**src/verilog/poseq_pkg.sv**
```systemverilog
// Functional notes
// - Printer busy withholds read strobe and window
// - Print mode sends foreground and background characters
// - One load pulse per cursor step window
// - Load captures character, parallel and serial out
// - Load pulse clears shift clock gate
// - Shift clock internal baud or peripheral clock
// - Count twelve stops shift, clears count, requests
// - Insert return, newline after each column wrap; nothing inserted while recording
// - Column 73 advance wraps to next line
// - Auto insert sets at origin, sends return
// - Auto insert suppresses cursor advance
// - Second auto insert cycle sends newline code
// - Follow-up set after newline, blocks auto insert
// - Follow-up clears after column-zero character window
// - Stored return sent, then newline inserted; no newline while recording
// - Stored return steps row and clears column
// - End marker sends return; newline follows only a lone marker
// - Two adjacent end markers enter receive mode
// - Blank after end marker resumes at column zero
// - End marker count two unlocks, clears print
`default_nettype none

package poseq_pkg;

    // Clock and default line rate
    localparam int unsigned CLK_HZ = 10_000_000;
    localparam int unsigned BAUD_DEFAULT = 300;
    localparam logic [15:0] BAUD_DIV_RST = 16'(CLK_HZ / BAUD_DEFAULT);

    // Character codes
    localparam logic [6:0] CODE_CR = 7'h0D;
    localparam logic [6:0] CODE_LF = 7'h0A;
    localparam logic [6:0] CODE_EOT = 7'h04;

    // Screen geometry
    localparam logic [6:0] COL_LAST = 7'h49;
    localparam logic [6:0] COL_ORIGIN = 7'h00;
    localparam logic [4:0] ROW_LAST = 5'h1A;
    localparam logic [4:0] ROW_FIRST = 5'h00;

    // Serial frame: start, seven data, one zero, three stops
    localparam logic [3:0] BIT_END = 4'hC;
    localparam logic [2:0] FRAME_STOPS = 3'h7;

    // End marker count values
    localparam logic [1:0] EOT_NONE = 2'h0;
    localparam logic [1:0] EOT_ONE = 2'h1;
    localparam logic [1:0] EOT_LIMIT = 2'h2;

    // Register byte addresses
    localparam logic [3:0] ADDR_CTRL = 4'h0;
    localparam logic [3:0] ADDR_BAUD = 4'h4;
    localparam logic [3:0] ADDR_STAT = 4'h8;
    localparam logic [3:0] ADDR_CURS = 4'hC;

    // Control fields
    localparam int CTRL_START = 0;
    localparam int CTRL_RECORD = 1;
    localparam int CTRL_EXTCLK = 2;

    // Status fields
    localparam int STAT_PRINT = 0;
    localparam int STAT_RECV = 1;
    localparam int STAT_BUSY = 2;
    localparam int STAT_SHIFT = 3;
    localparam int STAT_EOT_LO = 4;
    localparam int STAT_COL_LO = 8;
    localparam int STAT_ROW_LO = 16;

    // Cursor register fields
    localparam int CURS_COL_LO = 0;
    localparam int CURS_ROW_LO = 8;

    // Sequencer states
    typedef enum logic [2:0] {
        ST_IDLE = 3'b000,
        ST_REQ = 3'b001,
        ST_READ = 3'b010,
        ST_FETCH = 3'b011,
        ST_LEAD = 3'b100,
        ST_TRAIL = 3'b101,
        ST_SHIFT = 3'b110
    } poseq_state_t;

endpackage

`default_nettype wire

```
**src/verilog/poseq_top.sv**
```systemverilog
`default_nettype none

// Print output sequencer: reads display memory, inserts line codes, shifts out
module poseq_top import poseq_pkg::*; #(
    parameter int BAUD_W = 16
) (
    input wire logic clk_i,
    input wire logic arst_n_i,
    input wire logic [3:0] avs_address_i,
    input wire logic avs_read_i,
    input wire logic avs_write_i,
    input wire logic [31:0] avs_writedata_i,
    output logic [31:0] avs_readdata_o,
    output logic avs_waitrequest_o,
    input wire logic printer_busy_i,
    input wire logic ext_shift_clk_i,
    input wire logic [6:0] mem_data_i,
    output logic mem_read_restore_o,
    output logic [6:0] cursor_col_o,
    output logic [4:0] cursor_row_o,
    output logic cursor_advance_pulse_o,
    output logic cursor_column_increment_o,
    output logic cursor_row_increment_o,
    output logic clear_cursor_column_o,
    output logic load_pulse_o,
    output logic [6:0] par_data_o,
    output logic ser_data_o,
    output logic print_active_o,
    output logic receive_mode_o
);

    // Synchronised pins
    logic [1:0] pins_s;
    logic busy_s; // Printer occupied
    logic ext_s; // Peripheral shift clock
    logic ext_prev_reg; // Previous peripheral clock level

    // Control and mode state
    poseq_state_t state_reg;
    logic print_reg; // Print mode active
    logic receive_reg; // Receive mode
    logic record_reg; // Cassette recording
    logic ext_sel_reg; // Peripheral clock selected
    logic [BAUD_W-1:0] baud_div_reg; // Internal bit period in clocks
    logic [BAUD_W-1:0] baud_cnt_reg;

    // Cursor
    logic [6:0] col_reg;
    logic [4:0] row_reg;
    logic column_at_origin;

    // Auto-send sequencer
    logic auto_send_reg; // Inserting a code this window
    logic lf_pending_reg; // Return sent, newline still owed
    logic lf_sent_reg; // Newline loaded this window
    logic follow_up_reg; // Blocks insertion for one window
    logic [1:0] eot_cnt_reg;
    logic [6:0] mem_char_reg; // Character read from store

    // Shifter
    logic internal_shift_clock_gate_reg; // High holds the shifter stopped
    logic [11:0] shreg_reg;
    logic [3:0] bit_cnt_reg;
    logic shift_tick;
    logic int_tick;

    // Bus
    logic bus_req;
    logic bus_take;
    logic start_pulse;

    // Decision of the current window
    logic auto_send_next;
    logic return_code_from_store;
    logic end_marker_from_store;
    logic [6:0] send_char;
    logic col_inc, row_inc, col_clr, eot_step, eot_clear;
    logic lf_pend_set, lf_pend_clr, lf_sent_set, col_wrap;

    poseq_sync #(.W(2)) u_sync (
        .clk_i(clk_i),
        .arst_n_i(arst_n_i),
        .d_i({ext_shift_clk_i, printer_busy_i}),
        .q_o(pins_s)
    );
    assign busy_s = pins_s[0];
    assign ext_s = pins_s[1];

    assign column_at_origin = (col_reg == COL_ORIGIN);
    assign return_code_from_store = (mem_char_reg == CODE_CR);
    assign end_marker_from_store = (mem_char_reg == CODE_EOT);
    assign bus_req = avs_read_i | avs_write_i;
    assign bus_take = bus_req & ~avs_waitrequest_o;
    assign start_pulse = bus_take & avs_write_i & (avs_address_i == ADDR_CTRL) & avs_writedata_i[CTRL_START];

    // Window decision; stored characters are sent whatever their intensity, except markers (sent as return) and the cell after a lone marker
    always_comb begin
        auto_send_next = ~record_reg & ~follow_up_reg & (eot_cnt_reg == EOT_NONE)
                         & (lf_pending_reg | column_at_origin);
        send_char = mem_char_reg;
        col_inc = 1'b0;
        row_inc = 1'b0;
        col_clr = 1'b0;
        eot_step = 1'b0;
        eot_clear = 1'b0;
        lf_pend_set = 1'b0;
        lf_pend_clr = 1'b0;
        lf_sent_set = 1'b0;
        if (auto_send_next) begin
            // Memory character blocked, no cursor move
            if (lf_pending_reg) begin
                send_char = CODE_LF;
                lf_pend_clr = 1'b1;
                lf_sent_set = 1'b1;
            end else begin
                send_char = CODE_CR;
                lf_pend_set = 1'b1;
            end
        end else if (end_marker_from_store) begin
            // Return first, then look at the next cell
            send_char = CODE_CR;
            eot_step = 1'b1;
            col_inc = 1'b1;
        end else if (eot_cnt_reg == EOT_ONE) begin
            // Cell after a lone marker: newline, next line
            send_char = CODE_LF;
            row_inc = 1'b1;
            col_clr = 1'b1;
            eot_clear = 1'b1;
            lf_sent_set = 1'b1;
        end else if (return_code_from_store) begin
            // Sent unchanged, row steps, newline owed unless recording
            row_inc = 1'b1;
            col_clr = 1'b1;
            lf_pend_set = ~record_reg;
        end else begin
            col_inc = 1'b1;
        end
    end
    assign col_wrap = col_inc & (col_reg == COL_LAST);

    // Bus slave: one wait cycle, then answer
    always_ff @(posedge clk_i or negedge arst_n_i) begin
        if (!arst_n_i) begin
            avs_waitrequest_o <= 1'b1;
        end else if (avs_waitrequest_o) begin
            avs_waitrequest_o <= ~bus_req;
        end else begin
            avs_waitrequest_o <= 1'b1;
        end
    end

    // Read data captured while waitrequest is still high
    always_ff @(posedge clk_i or negedge arst_n_i) begin
        if (!arst_n_i) begin
            avs_readdata_o <= '0;
        end else if (avs_read_i && avs_waitrequest_o) begin
            avs_readdata_o <= '0;
            if (avs_address_i == ADDR_CTRL) begin
                avs_readdata_o[CTRL_RECORD] <= record_reg;
                avs_readdata_o[CTRL_EXTCLK] <= ext_sel_reg;
            end else if (avs_address_i == ADDR_BAUD) begin
                avs_readdata_o[BAUD_W-1:0] <= baud_div_reg;
            end else if (avs_address_i == ADDR_STAT) begin
                avs_readdata_o[STAT_PRINT] <= print_reg;
                avs_readdata_o[STAT_RECV] <= receive_reg;
                avs_readdata_o[STAT_BUSY] <= busy_s;
                avs_readdata_o[STAT_SHIFT] <= ~internal_shift_clock_gate_reg;
                avs_readdata_o[STAT_EOT_LO +: 2] <= eot_cnt_reg;
                avs_readdata_o[STAT_COL_LO +: 7] <= col_reg;
                avs_readdata_o[STAT_ROW_LO +: 5] <= row_reg;
            end else if (avs_address_i == ADDR_CURS) begin
                avs_readdata_o[CURS_COL_LO +: 7] <= col_reg;
                avs_readdata_o[CURS_ROW_LO +: 5] <= row_reg;
            end
        end
    end

    // Software configuration
    always_ff @(posedge clk_i or negedge arst_n_i) begin
        if (!arst_n_i) begin
            record_reg <= 1'b0;
            ext_sel_reg <= 1'b0;
            baud_div_reg <= BAUD_W'(BAUD_DIV_RST);
        end else if (bus_take && avs_write_i) begin
            if (avs_address_i == ADDR_CTRL) begin
                record_reg <= avs_writedata_i[CTRL_RECORD];
                ext_sel_reg <= avs_writedata_i[CTRL_EXTCLK];
            end else if (avs_address_i == ADDR_BAUD) begin
                baud_div_reg <= avs_writedata_i[BAUD_W-1:0];
            end
        end
    end

    // Mode flags; double marker hands over to receive
    always_ff @(posedge clk_i or negedge arst_n_i) begin
        if (!arst_n_i) begin
            print_reg <= 1'b0;
            receive_reg <= 1'b1;
        end else if (start_pulse && !print_reg) begin
            print_reg <= 1'b1;
            receive_reg <= 1'b0;
        end else if (state_reg == ST_SHIFT && internal_shift_clock_gate_reg && eot_cnt_reg == EOT_LIMIT) begin
            print_reg <= 1'b0;
            receive_reg <= 1'b1;
        end
    end

    // Main sequence; busy holds the request state
    always_ff @(posedge clk_i or negedge arst_n_i) begin
        if (!arst_n_i) begin
            state_reg <= ST_IDLE;
        end else begin
            case (state_reg)
                ST_IDLE: begin
                    if (start_pulse) begin
                        state_reg <= ST_REQ;
                    end
                end
                ST_REQ: begin
                    if (!busy_s) begin
                        state_reg <= ST_READ;
                    end
                end
                ST_READ: state_reg <= ST_FETCH;
                ST_FETCH: state_reg <= ST_LEAD;
                ST_LEAD: state_reg <= ST_TRAIL;
                ST_TRAIL: state_reg <= ST_SHIFT;
                ST_SHIFT: begin
                    // Gate set again means the frame is out
                    if (internal_shift_clock_gate_reg) begin
                        state_reg <= (eot_cnt_reg == EOT_LIMIT) ? ST_IDLE : ST_REQ;
                    end
                end
                default: state_reg <= ST_IDLE;
            endcase
        end
    end

    // Read-restore strobe, only when printer is free
    always_ff @(posedge clk_i or negedge arst_n_i) begin
        if (!arst_n_i) begin
            mem_read_restore_o <= 1'b0;
        end else begin
            mem_read_restore_o <= (state_reg == ST_REQ) && !busy_s;
        end
    end

    // Store data valid the cycle after the strobe
    always_ff @(posedge clk_i or negedge arst_n_i) begin
        if (!arst_n_i) begin
            mem_char_reg <= '0;
        end else if (state_reg == ST_FETCH) begin
            mem_char_reg <= mem_data_i;
        end
    end

    // Cursor position, changed at the window's leading edge
    always_ff @(posedge clk_i or negedge arst_n_i) begin
        if (!arst_n_i) begin
            col_reg <= COL_ORIGIN;
            row_reg <= ROW_FIRST;
        end else if (bus_take && avs_write_i && avs_address_i == ADDR_CURS && !print_reg) begin
            col_reg <= avs_writedata_i[CURS_COL_LO +: 7];
            row_reg <= avs_writedata_i[CURS_ROW_LO +: 5];
        end else if (state_reg == ST_LEAD) begin
            if (col_clr || col_wrap) begin
                col_reg <= COL_ORIGIN;
            end else if (col_inc) begin
                col_reg <= col_reg + 7'h01;
            end
            // Row wraps; roll-up of the screen is handled elsewhere
            if (row_inc || col_wrap) begin
                row_reg <= (row_reg == ROW_LAST) ? ROW_FIRST : row_reg + 5'h01;
            end
        end
    end

    // Cursor pulses, none while inserting
    always_ff @(posedge clk_i or negedge arst_n_i) begin
        if (!arst_n_i) begin
            cursor_advance_pulse_o <= 1'b0;
            cursor_column_increment_o <= 1'b0;
            cursor_row_increment_o <= 1'b0;
            clear_cursor_column_o <= 1'b0;
        end else begin
            cursor_advance_pulse_o <= (state_reg == ST_LEAD) && (col_inc || row_inc);
            cursor_column_increment_o <= (state_reg == ST_LEAD) && col_inc && !col_wrap;
            cursor_row_increment_o <= (state_reg == ST_LEAD) && (row_inc || col_wrap);
            clear_cursor_column_o <= (state_reg == ST_LEAD) && (col_clr || col_wrap);
        end
    end

    // Auto-send state counter
    always_ff @(posedge clk_i or negedge arst_n_i) begin
        if (!arst_n_i) begin
            auto_send_reg <= 1'b0;
            lf_pending_reg <= 1'b0;
            lf_sent_reg <= 1'b0;
            follow_up_reg <= 1'b0;
        end else if (start_pulse && !print_reg) begin
            auto_send_reg <= 1'b0;
            lf_pending_reg <= 1'b0;
            lf_sent_reg <= 1'b0;
            follow_up_reg <= 1'b0;
        end else if (state_reg == ST_LEAD) begin
            auto_send_reg <= auto_send_next;
            lf_sent_reg <= lf_sent_set;
            if (lf_pend_set) begin
                lf_pending_reg <= 1'b1;
            end else if (lf_pend_clr) begin
                lf_pending_reg <= 1'b0;
            end
        end else if (state_reg == ST_TRAIL) begin
            if (lf_sent_reg) begin
                follow_up_reg <= 1'b1;
            end else if (follow_up_reg) begin
                follow_up_reg <= 1'b0;
            end
            lf_sent_reg <= 1'b0;
        end
    end

    // End marker counter
    always_ff @(posedge clk_i or negedge arst_n_i) begin
        if (!arst_n_i) begin
            eot_cnt_reg <= EOT_NONE;
        end else if (start_pulse && !print_reg) begin
            eot_cnt_reg <= EOT_NONE;
        end else if (state_reg == ST_LEAD) begin
            if (eot_step) begin
                eot_cnt_reg <= eot_cnt_reg + EOT_ONE;
            end else if (eot_clear) begin
                eot_cnt_reg <= EOT_NONE;
            end
        end else if (state_reg == ST_SHIFT && internal_shift_clock_gate_reg && eot_cnt_reg == EOT_LIMIT) begin
            eot_cnt_reg <= EOT_NONE;
        end
    end

    // Load pulse and parallel output, one per window
    always_ff @(posedge clk_i or negedge arst_n_i) begin
        if (!arst_n_i) begin
            load_pulse_o <= 1'b0;
            par_data_o <= '0;
        end else begin
            load_pulse_o <= (state_reg == ST_LEAD);
            if (state_reg == ST_LEAD) begin
                par_data_o <= send_char;
            end
        end
    end

    // Internal bit clock runs only while the gate is open
    always_ff @(posedge clk_i or negedge arst_n_i) begin
        if (!arst_n_i) begin
            baud_cnt_reg <= '0;
        end else if (internal_shift_clock_gate_reg || ext_sel_reg || int_tick) begin
            baud_cnt_reg <= '0;
        end else begin
            baud_cnt_reg <= baud_cnt_reg + BAUD_W'(1);
        end
    end
    // A divisor of zero behaves as one
    assign int_tick = ~internal_shift_clock_gate_reg & ~ext_sel_reg
                      & (baud_cnt_reg + BAUD_W'(1) >= baud_div_reg);

    // Peripheral clock edge, from the synchronised level only
    always_ff @(posedge clk_i or negedge arst_n_i) begin
        if (!arst_n_i) begin
            ext_prev_reg <= 1'b0;
        end else begin
            ext_prev_reg <= ext_s;
        end
    end
    // External select masks the internal source
    assign shift_tick = ext_sel_reg ? (~internal_shift_clock_gate_reg & ext_s & ~ext_prev_reg) : int_tick;

    // Shift register, gate and bit counter
    always_ff @(posedge clk_i or negedge arst_n_i) begin
        if (!arst_n_i) begin
            internal_shift_clock_gate_reg <= 1'b1;
            shreg_reg <= '1;
            bit_cnt_reg <= '0;
            ser_data_o <= 1'b1;
        end else if (state_reg == ST_LEAD) begin
            internal_shift_clock_gate_reg <= 1'b0;
            shreg_reg <= {FRAME_STOPS, 1'b0, send_char, 1'b0};
            bit_cnt_reg <= '0;
        end else if (shift_tick) begin
            ser_data_o <= shreg_reg[0];
            shreg_reg <= {1'b1, shreg_reg[11:1]};
            if (bit_cnt_reg + 4'h1 == BIT_END) begin
                internal_shift_clock_gate_reg <= 1'b1;
                bit_cnt_reg <= '0;
            end else begin
                bit_cnt_reg <= bit_cnt_reg + 4'h1;
            end
        end
    end

    // Status pins
    always_ff @(posedge clk_i or negedge arst_n_i) begin
        if (!arst_n_i) begin
            print_active_o <= 1'b0;
            receive_mode_o <= 1'b1;
            cursor_col_o <= COL_ORIGIN;
            cursor_row_o <= ROW_FIRST;
        end else begin
            print_active_o <= print_reg;
            receive_mode_o <= receive_reg;
            cursor_col_o <= col_reg;
            cursor_row_o <= row_reg;
        end
    end
endmodule // poseq_top

`default_nettype wire

```
**src/verilog/poseq_sync.sv**
```systemverilog
`default_nettype none

// Two-stage synchroniser for pins from other domains
module poseq_sync #(
    parameter int W = 1
) (
    input wire logic clk_i,
    input wire logic arst_n_i,
    input wire logic [W-1:0] d_i,
    output logic [W-1:0] q_o
);

    logic [W-1:0] meta_reg; // First stage, read only by second

    // Plain double flop; idle level of every pin is low here
    always_ff @(posedge clk_i or negedge arst_n_i) begin
        if (!arst_n_i) begin
            meta_reg <= '0;
            q_o <= '0;
        end else begin
            meta_reg <= d_i;
            q_o <= meta_reg;
        end
    end

endmodule // poseq_sync

`default_nettype wire

```
**config.mk**
```make
export PLATFORM = sky130hd
export DESIGN_NAME = poseq_top
export DESIGN_NICKNAME = d
export VERILOG_FILES = /design/src/verilog/poseq_pkg.sv /design/src/verilog/poseq_top.sv /design/src/verilog/poseq_sync.sv
export SDC_FILE = /design/constraint.sdc
export NUM_CORES = 1
export LEC_CHECK = 0
export ABC_AREA = 0
export BUFFER_PORTS_ARGS = -buffer_cell sky130_fd_sc_hd__buf_2
export CAP_MARGIN = 10
export CELL_PAD_IN_SITES_DETAIL_PLACEMENT = 1
export CELL_PAD_IN_SITES_GLOBAL_PLACEMENT = 1
export CORE_MARGIN = 2
export CORE_UTILIZATION = 44
export DETAILED_ROUTE_END_ITERATION = 7
export PLACE_DENSITY_LB_ADDON = 0.1
export SLEW_MARGIN = 15
export SYNTH_ARGS = -nofsm -noshare
export SYNTH_HDL_FRONTEND = slang
export SYNTH_SLANG_ARGS = --single-unit
```
**constraint.sdc**
```tcl
create_clock -name clk_i -period 3.4 [get_ports clk_i]
set_input_delay 1.02 -clock clk_i [delete_from_list [all_inputs] [get_ports clk_i]]
set_output_delay 1.02 -clock clk_i [all_outputs]
set_load 0.05 [all_outputs]
```
==> results of run 1 <==
-- cell type report --
type                    instances  area [µm²]
multi-input cells             441        2850
clock inverters                11         135
well taps                     184         230
repair buffers                 92         500
inverters                      40         156
flip-flops and latches        131        3300
fillers                      1668        6790
clock buffers                  21         450
-- cells by family (layout without fill, tap and decap cells) --
| kind of cell | count (synthesis) | count (layout) |
|---|---|---|
| AND/OR/NAND/NOR | 221 | 221 |
| other | 1 | 11 |
| flip-flops | 131 | 131 |
| XOR/XNOR | 16 | 16 |
| adder cells (fa/ha/maj) | 27 | 27 |
| multiplexers | 27 | 27 |
| buffers and inverters | 76 | 164 |
| AO/OA/AOI/OAI | 139 | 139 |
-- final timing paths --
| kind | startpoint | to | cells past startpoint |
|---|---|---|---|
| worst max register to register | baud_cnt_reg[2] | bit_cnt_reg[0] | 14 |
| worst max-delay path | baud_cnt_reg[2] | bit_cnt_reg[0] | 14 |
| worst min-delay path | u_sync.meta_reg[0] | u_sync.q_o[0] | 0 |
| min in group asynchronous | arst_n_i | baud_cnt_reg[14] | 1 |
| max in group asynchronous | arst_n_i | receive_reg | 2 |
| worst min register to register | u_sync.meta_reg[0] | u_sync.q_o[0] | 0 |
-- Yosys cell counts, drive strengths merged (5+ instances only) --
library cell | instances | share of area [%]
a21boi | 7 | 0.82
a21oi | 25 | 2.0
a22oi | 7 | 0.82
a2bb2oi | 5 | 0.68
a31oi | 14 | 1.4
and3 | 8 | 0.78
buf | 19 | 2.1
clkbuf | 17 | 0.99
dfrtp | 111 | 43
dfstp | 20 | 8.2
ha | 27 | 5.3
inv | 38 | 2.2
mux2 | 26 | 4.6
nand2 | 79 | 4.7
nand3 | 22 | 1.8
nand3b | 5 | 0.58
nand4 | 8 | 0.78
nor2 | 48 | 2.8
nor2b | 20 | 1.9
nor3 | 7 | 0.54
o21ai | 49 | 3.9
o41ai | 11 | 1.6
xnor2 | 11 | 1.5
xor2 | 5 | 0.68
-- critical path: cells and delay by family, from the launching register on --
kind	cells	cell delay (ns)
flops	1	0.39
fa+ha+maj	1	0.30
xor+xnor	2	0.34
compound gates	4	0.80
buf+inv	2	0.35
simple gates	5	0.86
-- routing by layer --
layer  vias to the layer above  track usage [%]  part of all wire (%)
met4                         0             5.95                  0.94
met5                         -                0                     0
met1                      2555             31.2                    47
met2                        65             37.0                    49
met3                         9             5.15                   2.7
li1                       2370                -                     -
-- metrics by stage --
step / total power [mW] / cell area [µm²] / cells / utilization (%)
finish: 6.62 / 7630 / 920 / 52.9
global route: 7.03 / 7630 / 920 / 52.9
global placement: 4.70 / 7010 / 888 / 48.6
CTS: 6.66 / 7590 / 920 / 52.6
floorplan: 4.14 / 6470 / 648 / -
detailed placement: 4.82 / 7010 / 888 / 48.6
-- power by group through the flow --
stage          clock network [mW]  registers (mW)  logic, mW
6_report                     1.82            2.58       2.21
5_1_grt                      1.93            2.66       2.44
4_1_cts                      1.85            2.59       2.23
3_5_place_dp                    0            2.60       2.22
3_3_place_gp                    0            2.57       2.13
2_1_floorplan                   0            2.95       1.19
-- what timing repair did --
item,CTS,global route
endpoints found under the hold margin,0,0
setup buffers,0,0
setup endpoints to repair,0,13
resized for setup,0,7
==> results.txt, run 1 <==
The run finished with clean final reports. The critical path is of the register to register type. In the synthesized netlist, mux cells make up 4.71% of the area. The count of nets left with antenna violations after detail routing was 0. Port buffering added 82 buffers.

Adding up every negative setup slack in the final design gives 0 ns. The area growth from synthesis to layout came out at 18.7%. The wire-length estimate of the detail-placed layout is 12,500 µm. The most common cell after layout, fill and taps aside was sky130_fd_sc_hd__dfrtp_1. After detailed routing, the total wire length is 17,000 µm. The final layout contains 799 nets. Setup repair after global routing left no endpoint under its margin.

After synthesis, the mean cell area works out to 10.1 µm². Entering global routing, the biggest net connects 58 pins. Of the total synthesized cell area, the portion taken by AND, OR, NAND and NOR gates is 17.2%. After the first detailed-routing iteration, the DRC count stood at 275. The tools report the number of slew-limit violations in the final report as 0. For the via count of the first global-routing pass, the log shows 5,299. The share of the synthesized area in compound gates (AO/OA/AOI/OAI) was 13.7%. Per report_power, the sequential group accounts for 39.0% of the total. The floorplan has 44 rows.

The post-synth design cell area came out at 6430 µm². The run gives 0 as the total overflow reported by the global router. For this design the ratio of total power to cell area is 868 nW/µm².

For the number of hold violations in the final report, the log shows 0. The run gives 15,600 µm² as the floorplan die area. The longest clock path from root to sink contains 2 buffers. Net switching is 40.1% of the power.

Clock tree synthesis inserted a total of 17 buffers. Clock-pin slew was measured on the worst setup and hold paths at 0.06 ns. Clock latency on the worst-skew pair, taken at its later pin, is 0.42 ns. The number of vias per cell after detailed routing came out at 5.43.

The worst setup path is captured at a register. Combinational logic is responsible for 33.5% of the overall power. The routed length per instance was 18.5 µm; the worst clock skew was 0.00667 ns.

Static timing analysis puts the maximum clock frequency at 316 MHz. The worst path required time was 3.70 ns; the portion of the clock cycle consumed by the worst path in the final layout was 93.2%. For the total internal power, the log shows 3.96 mW. TritonCTS built the clock tree. The run gives 3.63 nW as the total leakage power. The xor/xnor share of the synthesized area came out at 2.18%. The worst vdd rail ir drop is 0.608 mV. The top cell types in the final layout, fill and taps aside, are 111 x sky130_fd_sc_hd__dfrtp_1, 81 x sky130_fd_sc_hd__buf_2, 77 x sky130_fd_sc_hd__nand2_1, 48 x sky130_fd_sc_hd__o21ai_0, 47 x sky130_fd_sc_hd__nor2_1. The cell count after synthesis came out at 638.

The share of layout cells above drive strength 1 was 25.7%. The clock period could shrink to 3.17 ns. Setup violations remaining at the end of the flow were counted as 0. Root buffer cell: sky130_fd_sc_hd__clkbuf_16.

In this run the horizontal extent of the chip is 125 µm. Longest individual stage delay on the worst path: 0.39 ns. The run gives 3.47 ns as the arrival time at the worst endpoint. The share of synthesized flip-flops with an asynchronous set or reset is 100%.

The total number of yosys warnings was 0; the flip-flop count of the largest register, all copies and words added was 21. Counting flops and latches in the post-synthesis netlist gives 131. Timing analysis after detailed placement gives a worst setup slack of 0.0755 ns. The clock sink count is 131. The worst-path cell with the longest stage delay is sky130_fd_sc_hd__dfrtp_1.

The logs give 0.23 ns for the setup slack of the most critical reg-to-reg path and 0.232 ns for the worst path setup slack after routing. The congestion estimate from routability-driven global placement came to 0.806. The starting utilization of the core area is 44.6%. Main combinational cell family by area after synthesis: simple AND/OR/NAND/NOR gates.

The sequential cell area fraction in the yosys report was 51.4%. The die boundary height was 125 µm; the worst hold slack was 0.359 ns. The global-route total usage across every layer came out at 22.8%. The tools report the number of antenna violations at the first check in global routing as 0. After Yosys synthesis, full adders, half adders and majority gates account for 5.25% of the synthesized area. Among all flip-flop cells after synthesis, the most frequent one is sky130_fd_sc_hd__dfrtp_1. The type of the most critical hold path is register to register.

STA classifies the critical path startpoint as a register. In this run the tightest slew margin relative to its limit is 36.5%. Walking the worst path, the cells encountered are and3_1 -> and3_2 -> and3_2 -> nand4_1 -> xnor2_2 -> ha_1 -> a21o_1 -> a21o_1 -> a211oi_1 -> buf_4 -> a31o_4 -> buf_4 -> xor2_1 -> nor2_1. Reported max-cap violation count: 0. During I/O placement, the number of pins put on the boundary was 110. Summed over all nets, the switching power comes to 2.66 mW.

The repair_antennas step left the layout with diodes totalling 0. The maximum fanout encountered on the critical timing path is 11, and the area of the core is 14,400 µm². For this run, design rule violations remaining after detail routing come to 0. The worst-margin pin slew was 0.951 ns.

The pre-antenna-repair detailed-routing pass consisted of 4 iterations. The synthesized design contains 0 enable-type register cells. The first-pass GRT wire length was 28,100 µm.

Per report_power, the clock group accounts for 27.5% of the total. Across all layers, the routed design uses 4,999 vias. In this run, post-CTS hold repair placed 0 buffers. The number of H-tree levels was 4; the number of distinct library cells after synthesis was 63.
(Power assumes the default switching activity.)
==> run 2, diff against run 1 <==
- ABC_AREA: 0 -> 1
- CORE_UTILIZATION: 44 -> 42
- GPL_TIMING_DRIVEN: default -> 0
- SYNTH_HIERARCHICAL: default -> 1
==> run 2 against run 1 <==
Net effect:
- cell area grew 3.6%
- routed wire length grew 5.3%
- sequential power shrank 17%
- maximum frequency grew 2.5%
- worst hold slack lost 0.0040 ns
- flip-flop and latch count is the same
- critical path depth grew 2
- highest routed layer unchanged
- critical path type unchanged
- synthesized cell count grew 18%
- clock skew grew 0.0040 ns
- non-clock buffer count grew 23
- cell count grew 16%
- combinational power shrank 15%
==> results.txt, run 2 <==
By area the synthesized netlist is led by sky130_fd_sc_hd__dfrtp_1 43%, sky130_fd_sc_hd__nand2_1 10%, sky130_fd_sc_hd__dfstp_2 8.1%, sky130_fd_sc_hd__inv_1 5.9%, sky130_fd_sc_hd__ha_1 5.2%. The run gives 5 as the count of TritonRoute iterations in the first routing pass. The library cells used most frequently in the layout, excluding fill and tap cells, are 181 x sky130_fd_sc_hd__nand2_1, 111 x sky130_fd_sc_hd__dfrtp_1, 102 x sky130_fd_sc_hd__inv_1, 87 x sky130_fd_sc_hd__buf_2, 58 x sky130_fd_sc_hd__nor2_1. The cell taking the most area after synthesis is sky130_fd_sc_hd__dfrtp_1.

The share of the Yosys chip area taken by registers is 50.7%. The post-synth design cell area was 6520 µm². The number of buffers on the longest clock path was 2; the achievable clock frequency was 323 MHz. For the share of the core filled with cells in the final layout, the log shows 52.0%. Dividing the detail-routed wire length by the instance count gives 16.8 µm. The worst path required time came out at 3.76 ns. The number of buffers inserted for hold repair after clock tree synthesis was 0.

In this run the critical register-to-register path is launched from baud_cnt_reg[0]. The area of the core is 15,200 µm². For the pin with the worst max-slew slack, the measured transition is 0.612 ns. Counting instances in the post-synthesis netlist gives the leading cell types as 182 x sky130_fd_sc_hd__nand2_1, 111 x sky130_fd_sc_hd__dfrtp_1, 102 x sky130_fd_sc_hd__inv_1, 60 x sky130_fd_sc_hd__nor2_1, 48 x sky130_fd_sc_hd__o21ai_0. Fill cells in the final layout number 1,819.

For this block, the via count after detailed routing is 5,465. Total leakage power: 4.22 nW. The category of the worst setup path launch point was a register.

The Yosys step of the flow raised 6 warnings. Clock latency on the worst-skew pair, taken at its later pin, is 0.43 ns. STA classifies the critical path endpoint as a register. The logs give 110 for the I/O pin count and 0 for the number of antenna violations at the first check in global routing.

Once detailed placement completed, the half-perimeter wirelength came to 13,500 µm. Yosys mapped a number of flops with a built-in enable equal to 0. In this run, synthesis produced a sequential element count of 131. The tools report the via count of the first global-routing pass as 5,838.

The tools report the total clock buffers created by CTS as 17. The run gives 0 as the number of hold violations in the final report. The cell sitting at the root of the clock tree is a sky130_fd_sc_hd__clkbuf_16. The run finished with clean final reports.

The sequential cells in the finished layout cover a total of 3300 µm². The class of the most critical setup path was register to register. Row generation in the floorplan step produced 45 rows. The most common flop cell mapped by yosys was sky130_fd_sc_hd__dfrtp_1. The run gives 42.9% as the starting utilization of the core area. The number of diodes came out at 0.

Synthesis handed over a netlist of 753 instances. Setup violations remaining at the end of the flow were counted as 0. For the number of distinct library cells after synthesis, the log shows 45. Among all cell types in the netlist, the one instantiated most often is sky130_fd_sc_hd__nand2_1. After the first detailed-routing iteration, the DRC count stood at 267. Cells with a size suffix above 1 make up 22.4% of the layout. Setup repair after global routing left no endpoint under its margin. The tools report the total wire length as 18,000 µm. The die boundary height was 129 µm. The run gives 0 as the number of slew-limit violations in the final report. Data arrives at the worst endpoint at 3.45 ns. The most common cell after layout, fill and taps aside is sky130_fd_sc_hd__nand2_1. Number of vias per cell after detailed routing: 5.11.

The final layout contains 945 nets. The portion of the clock cycle consumed by the worst path in the final layout is 90.9%. TritonCTS built the clock tree. Counting I/O delays and the setup requirement, the final critical path takes 3.09 ns. Between clock sinks in the finished design, the worst skew comes to 0.0107 ns. The count of port buffers added during placement was 82. For this run, asynchronously set or reset flops after synthesis account for 100%. CTS saw 131 sinks. Routability-driven placement finished with a final weighted congestion of 0.801. The total overflow reported by the global router is 0, and the count of nets left with antenna violations after detail routing is 0. Clock-pin slew was measured on the worst setup and hold paths at 0.05 ns.

The normalized max-slew margin was 59.0%; the worst path setup slack after routing was 0.308 ns. In the routed design, unresolved DRC markers number 0. Entering global routing, the biggest net connects 70 pins. Fraction of synthesized cell area taken by the top area cell type: 42.6%. The run gives 29,500 µm as the first-pass GRT wire length.

The maximum fanout encountered on the critical timing path came out at 10. The worst vdd rail ir drop is 0.487 mV, and the reported max-cap violation count is 0. The tools report the startpoint of the most critical hold path as u_sync/meta_reg[1]. The number of H-tree levels is 4, and the area growth from synthesis to layout is 21.3%.

The global-route total usage across every layer came out at 23.2%. The floorplan die area is 16,500 µm². The register with the most flip-flops in the layout has 21 of them. The multi-input combinational cells in the finished layout cover a total of 2700 µm².

The type of the most critical hold path is register to register. Averaged over all synthesized cells, the footprint is 8.65 µm². Prior to clock tree synthesis, the placed netlist has a worst setup slack of 0.198 ns. Tracing the worst setup path back leads to its startpoint at baud_cnt_reg[0]. In this run the power density over the cells is 747 nW/µm². In this run the horizontal extent of the chip is 129 µm.
[run 2: cell count changes after synthesis, sizes merged, moves of 8 or more]
cell,delta
nand3,+13
nor2b,-19
nand4,+8
inv,+69
nand2,+108
a31oi,-13
o41ai,-11
o22ai,+13
o21ai,+9
clkbuf,-10
mux2,-25
nor2,+17
[run 2: per-stage QoR]
step | hold WS [ns] | TNS [ns] | cells | total power, mW | instance area (µm²)
after global placement | 0.338 | -46.85 | 1033 | 3.94 | 7200
after global routing | 0.370 | 0 | 1070 | 6.28 | 7900
after CTS | 0.359 | 0 | 1066 | 5.96 | 7840
after detailed placement | 0.347 | 0 | 1034 | 4.06 | 7230
final | 0.355 | 0 | 1070 | 5.90 | 7900
after floorplan | 0.331 | 0 | 763 | 3.50 | 6550
[run 2: final cells by class]
cell class / count / area share (%)
Clock buffer: 22 / 6.00
Clock inverter: 10 / 1.65
Inverter: 108 / 5.18
Tap cell: 188 / 2.98
Multi-Input combinational cell: 496 / 34.1
Sequential cell: 131 / 41.8
Timing Repair Buffer: 87 / 6.00
Buffer: 28 / 2.28
[run 2: power by group]
group / internal, mW / switching [mW] / leakage (nW)
clock network: 1.20 / 0.668 / 0.296
logic: 0.569 / 1.32 / 2.28
registers: 1.92 / 0.225 / 1.64
total: 3.70 / 2.21 / 4.22
[run 2: path summary, 6_finish.rpt]
check / endpoint / slack [ns] / cells after the start
worst min-delay path: u_sync/q_o[1] / 0.35 / 0
max in group asynchronous: baud_div_reg[15] / 2.03 / 2
worst max register to register: bit_cnt_reg[2] / 0.31 / 16
min in group asynchronous: cursor_row_o[0] / 0.57 / 1
worst max-delay path: bit_cnt_reg[2] / 0.31 / 16
worst min register to register: u_sync/q_o[1] / 0.35 / 0
[run 2: what timing repair did]
item                                    in CTS  in global routing
gates resized for setup                      0                  8
setup buffers                                0                  4
endpoints found under the setup margin       0                 24
[run 2: logic make-up (layout without fill, tap and decap cells)]
kind of cell / after synthesis / in the layout / synth area share, %
AND/OR/NAND/NOR: 323 / 323 / 22.4
adder cells (fa/ha/maj): 27 / 27 / 5.18
AO/OA/AOI/OAI: 119 / 119 / 10.4
other: 1 / 11 / 0.0575
flip-flops: 131 / 131 / 50.7
XOR/XNOR: 15 / 15 / 2.02
buffers and inverters: 136 / 255 / 9.04
multiplexers: 1 / 1 / 0.173
[run 2: metal layers]
layer / up-vias / share of wire [%] / GRT usage, %
met4: 0 / 1.5 / 7.67
met1: 2695 / 43 / 28.5
met3: 20 / 3.9 / 4.41
li1: 2638 / - / -
met5: - / 0 / 0
met2: 112 / 52 / 41.1
[run 2: critical path, cell delays in order, from the launching register on]
cell	delay, ns
sky130_fd_sc_hd__dfrtp_1	0.38
sky130_fd_sc_hd__and3_1	0.22
sky130_fd_sc_hd__nand3_1	0.16
sky130_fd_sc_hd__nor3_4	0.33
sky130_fd_sc_hd__nand3_2	0.15
sky130_fd_sc_hd__xnor2_2	0.17
sky130_fd_sc_hd__ha_1	0.32
sky130_fd_sc_hd__a21oi_1	0.19
sky130_fd_sc_hd__o21ai_0	0.15
sky130_fd_sc_hd__a21oi_2	0.25
sky130_fd_sc_hd__nand2_1	0.08
sky130_fd_sc_hd__nand2_1	0.12
sky130_fd_sc_hd__nand3_4	0.15
sky130_fd_sc_hd__inv_2	0.11
sky130_fd_sc_hd__buf_6	0.14
sky130_fd_sc_hd__nand2_1	0.06
sky130_fd_sc_hd__nand2_1	0.06
==> run 3, diff against run 2 <==
- CELL_PAD_IN_SITES_DETAIL_PLACEMENT: 1 -> default
- CELL_PAD_IN_SITES_GLOBAL_PLACEMENT: 1 -> default
- CORE_UTILIZATION: 42 -> 45
- PLACE_DENSITY: default -> 0.66
- PLACE_DENSITY_LB_ADDON: 0.1 -> default
==> run 3 against run 2 <==
Net effect:
- cell count down 1.1%
- first-iteration DRC count increased by 40%
- flip-flop and latch count unchanged
- clock-buffer cell count is the same
- clock skew is 0.0032 ns lower
- combinational power shrank 5%
- global-route usage fell by 2.9 points
- critical endpoint is now bit_cnt_reg[1]
- highest routed layer unchanged
==> results.txt, run 3 (same netlist as run 2, synthesis figures left out) <==
The run finished with clean final reports. The endpoint class of the critical path is a register. The flip-flop count of the largest register, all copies and words added is 21, and the total negative slack for setup checks is 0 ns.

The tools report the starting utilization of the core area as 46.6%. The die covers 15,500 µm². The number of antenna violations at the first check in global routing is 0, and the portion of the clock cycle consumed by the worst path in the final layout is 88.7%. IR analysis of the VDD net gives a maximum drop of 0.672 mV. For this run, the number of standard cells in the final layout without fillers is 1,058.

For this run, design rule violations remaining after detail routing come to 0. The run gives 1,026 as the number of placed instances with taps included. Maximum fanout encountered on the critical timing path: 10. Detailed routing inserted a total of 5,292 vias.

Derived from the worst setup path, the maximum achievable clock frequency is 332 MHz. The worst clock skew is 0.00747 ns, and the number of diodes is 0. Insertion delay to the later sink of the worst-skew pair: 0.43 ns. TritonCTS built the clock tree. The detailed placement HPWL is 11,100 µm, and the clock sink count is 131. Entering global routing, the biggest net connects 81 pins.

The type of the most critical hold path is register to register. The area growth from synthesis to layout is 19.9%. The tools report the design area as 7810 µm². Power spread over the standard cell area amounts to 736 nW/µm².

Most common cell after layout, fill and taps aside: sky130_fd_sc_hd__nand2_1. The number of buffers added for setup after CTS came out at 0. In this run the remaining antenna-violating nets after routing total 0. Max-cap violations in this run came to 0.

In the final design database the tool counted 941 nets. The number of hold violations in the final report came out at 0. The library cells used most frequently in the layout, excluding fill and tap cells, are 182 x sky130_fd_sc_hd__nand2_1, 111 x sky130_fd_sc_hd__dfrtp_1, 102 x sky130_fd_sc_hd__inv_1, 87 x sky130_fd_sc_hd__buf_2, 60 x sky130_fd_sc_hd__nor2_1.

CTS built an H-tree with a depth of 4. The number of rows created at floorplan is 43. Setup violations remaining at the end of the flow were counted as 0. The count of TritonRoute iterations in the first routing pass came out at 5. The share of layout cells above drive strength 1 came out at 21.4%. The category of the worst setup path launch point is a register.

The root buffer cell is sky130_fd_sc_hd__clkbuf_16. In the routed layout, each cell is associated on average with a via count of 5.00. The minimum clock period after layout was 3.02 ns. The worst pin sits at a relative slew slack of 58.9%. For the pin with the worst max-slew slack, the measured transition is 0.615 ns. Setup repair after global routing left no endpoint under its margin.

In this run the cell area measured after placement is 7220 µm². Hold timing on the final database bottoms out at a slack of 0.346 ns. In this run, post-CTS repair resized a total of 0 instances.

The via count of the first global-routing pass was 5,096. The critical path is of the register to register type. Across every metal layer, demand over resource in global routing totals 20.3%. The number of slew-limit violations in the final report is 0.

110 I/O pins were placed. Data arrives at the worst endpoint at 3.38 ns. From bottom edge to top edge, the die measures 124 µm.

The region available for standard cell placement spans 14,000 µm². In this run, the number of DRC markers left after iteration 0 of detailed routing was 374. The CTS clock-pin slew for the worst setup and hold paths came out at 0.06 ns. The number of buffers on the longest clock path was 2. The total overflow left after global routing is 0. At the worst endpoint, the required time is 3.76 ns.

Buffers placed on the I/O ports in this run total 82. For this block, the routed nets add up to 15,000 µm of wire. For the total leakage power, the log shows 4.18 nW. Counting the buffers created by CTS gives 17. At the end of routability-driven placement, the weighted congestion stood at 0.887. The logs give 0 for the number of buffers inserted for hold repair after clock tree synthesis and 25,200 µm for the first-pass GRT wire length. The die is 124 µm wide. Dividing the detail-routed wire length by the instance count gives 14.1 µm.
run 3: power breakdown:
group          switching, mW  internal, mW
combinational           1.24         0.555
clock                  0.668          1.15
sequential             0.222          1.92
total                   2.13          3.62
run 3: layout make-up:
| cell class | count | area [µm²] |
|---|---|---|
| well taps | 180 | 225 |
| inverters | 108 | 409 |
| multi-input cells | 496 | 2660 |
| clock inverters | 10 | 105 |
| flip-flops and latches | 131 | 3300 |
| repair buffers | 83 | 444 |
| plain buffers | 28 | 180 |
| clock buffers | 22 | 484 |
| fillers | 1312 | 6180 |
run 3: through the flow:
step                      power, mW  util [%]  setup WS [ns]
final                          5.75      55.8          0.384
after global routing           6.11      55.8         0.0287
after CTS                      5.79      55.8          0.373
after detailed placement       3.97      51.6          0.396
after global placement         3.94      51.4         -0.444
after floorplan                3.50         -          0.906
run 3: worst paths after layout:
check	start	end	cells past startpoint	slack (ns)
min reg2reg	u_sync/meta_reg[0]	u_sync/q_o[0]	0	0.35
max in group asynchronous	arst_n_i	ser_data_o	2	2.07
max reg2reg	baud_cnt_reg[0]	bit_cnt_reg[1]	19	0.38
max	baud_cnt_reg[0]	bit_cnt_reg[1]	19	0.38
min	u_sync/meta_reg[0]	u_sync/q_o[0]	0	0.35
min in group asynchronous	arst_n_i	cursor_row_o[2]	1	0.54
run 3: worst max-delay path, cell delays in order, from the launching register on:
cell	delay, ns
sky130_fd_sc_hd__dfrtp_1	0.41
sky130_fd_sc_hd__ha_1	0.18
sky130_fd_sc_hd__nand2_1	0.08
sky130_fd_sc_hd__nor2_2	0.15
sky130_fd_sc_hd__nand4_1	0.16
sky130_fd_sc_hd__nor2_1	0.29
sky130_fd_sc_hd__nand3_1	0.11
sky130_fd_sc_hd__nand2_1	0.10
sky130_fd_sc_hd__inv_1	0.05
sky130_fd_sc_hd__ha_1	0.26
sky130_fd_sc_hd__nand2_1	0.10
sky130_fd_sc_hd__o21ai_0	0.11
sky130_fd_sc_hd__a21oi_1	0.24
sky130_fd_sc_hd__nand2_1	0.09
sky130_fd_sc_hd__nand2_1	0.13
sky130_fd_sc_hd__nand3_4	0.14
sky130_fd_sc_hd__inv_2	0.10
sky130_fd_sc_hd__buf_6	0.14
sky130_fd_sc_hd__nand2_1	0.06
sky130_fd_sc_hd__nand2_1	0.05
run 3: routing by layer:
layer | routed length (µm) | vias up | track usage (%) | share of wire (%)
met5 | 0 | - | 0 | 0
met3 | 975 | 22 | 4.94 | 6.5
li1 | - | 2631 | - | -
met4 | 253 | 0 | 6.74 | 1.7
met2 | 6870 | 167 | 31.6 | 46
met1 | 6870 | 2472 | 28.1 | 46
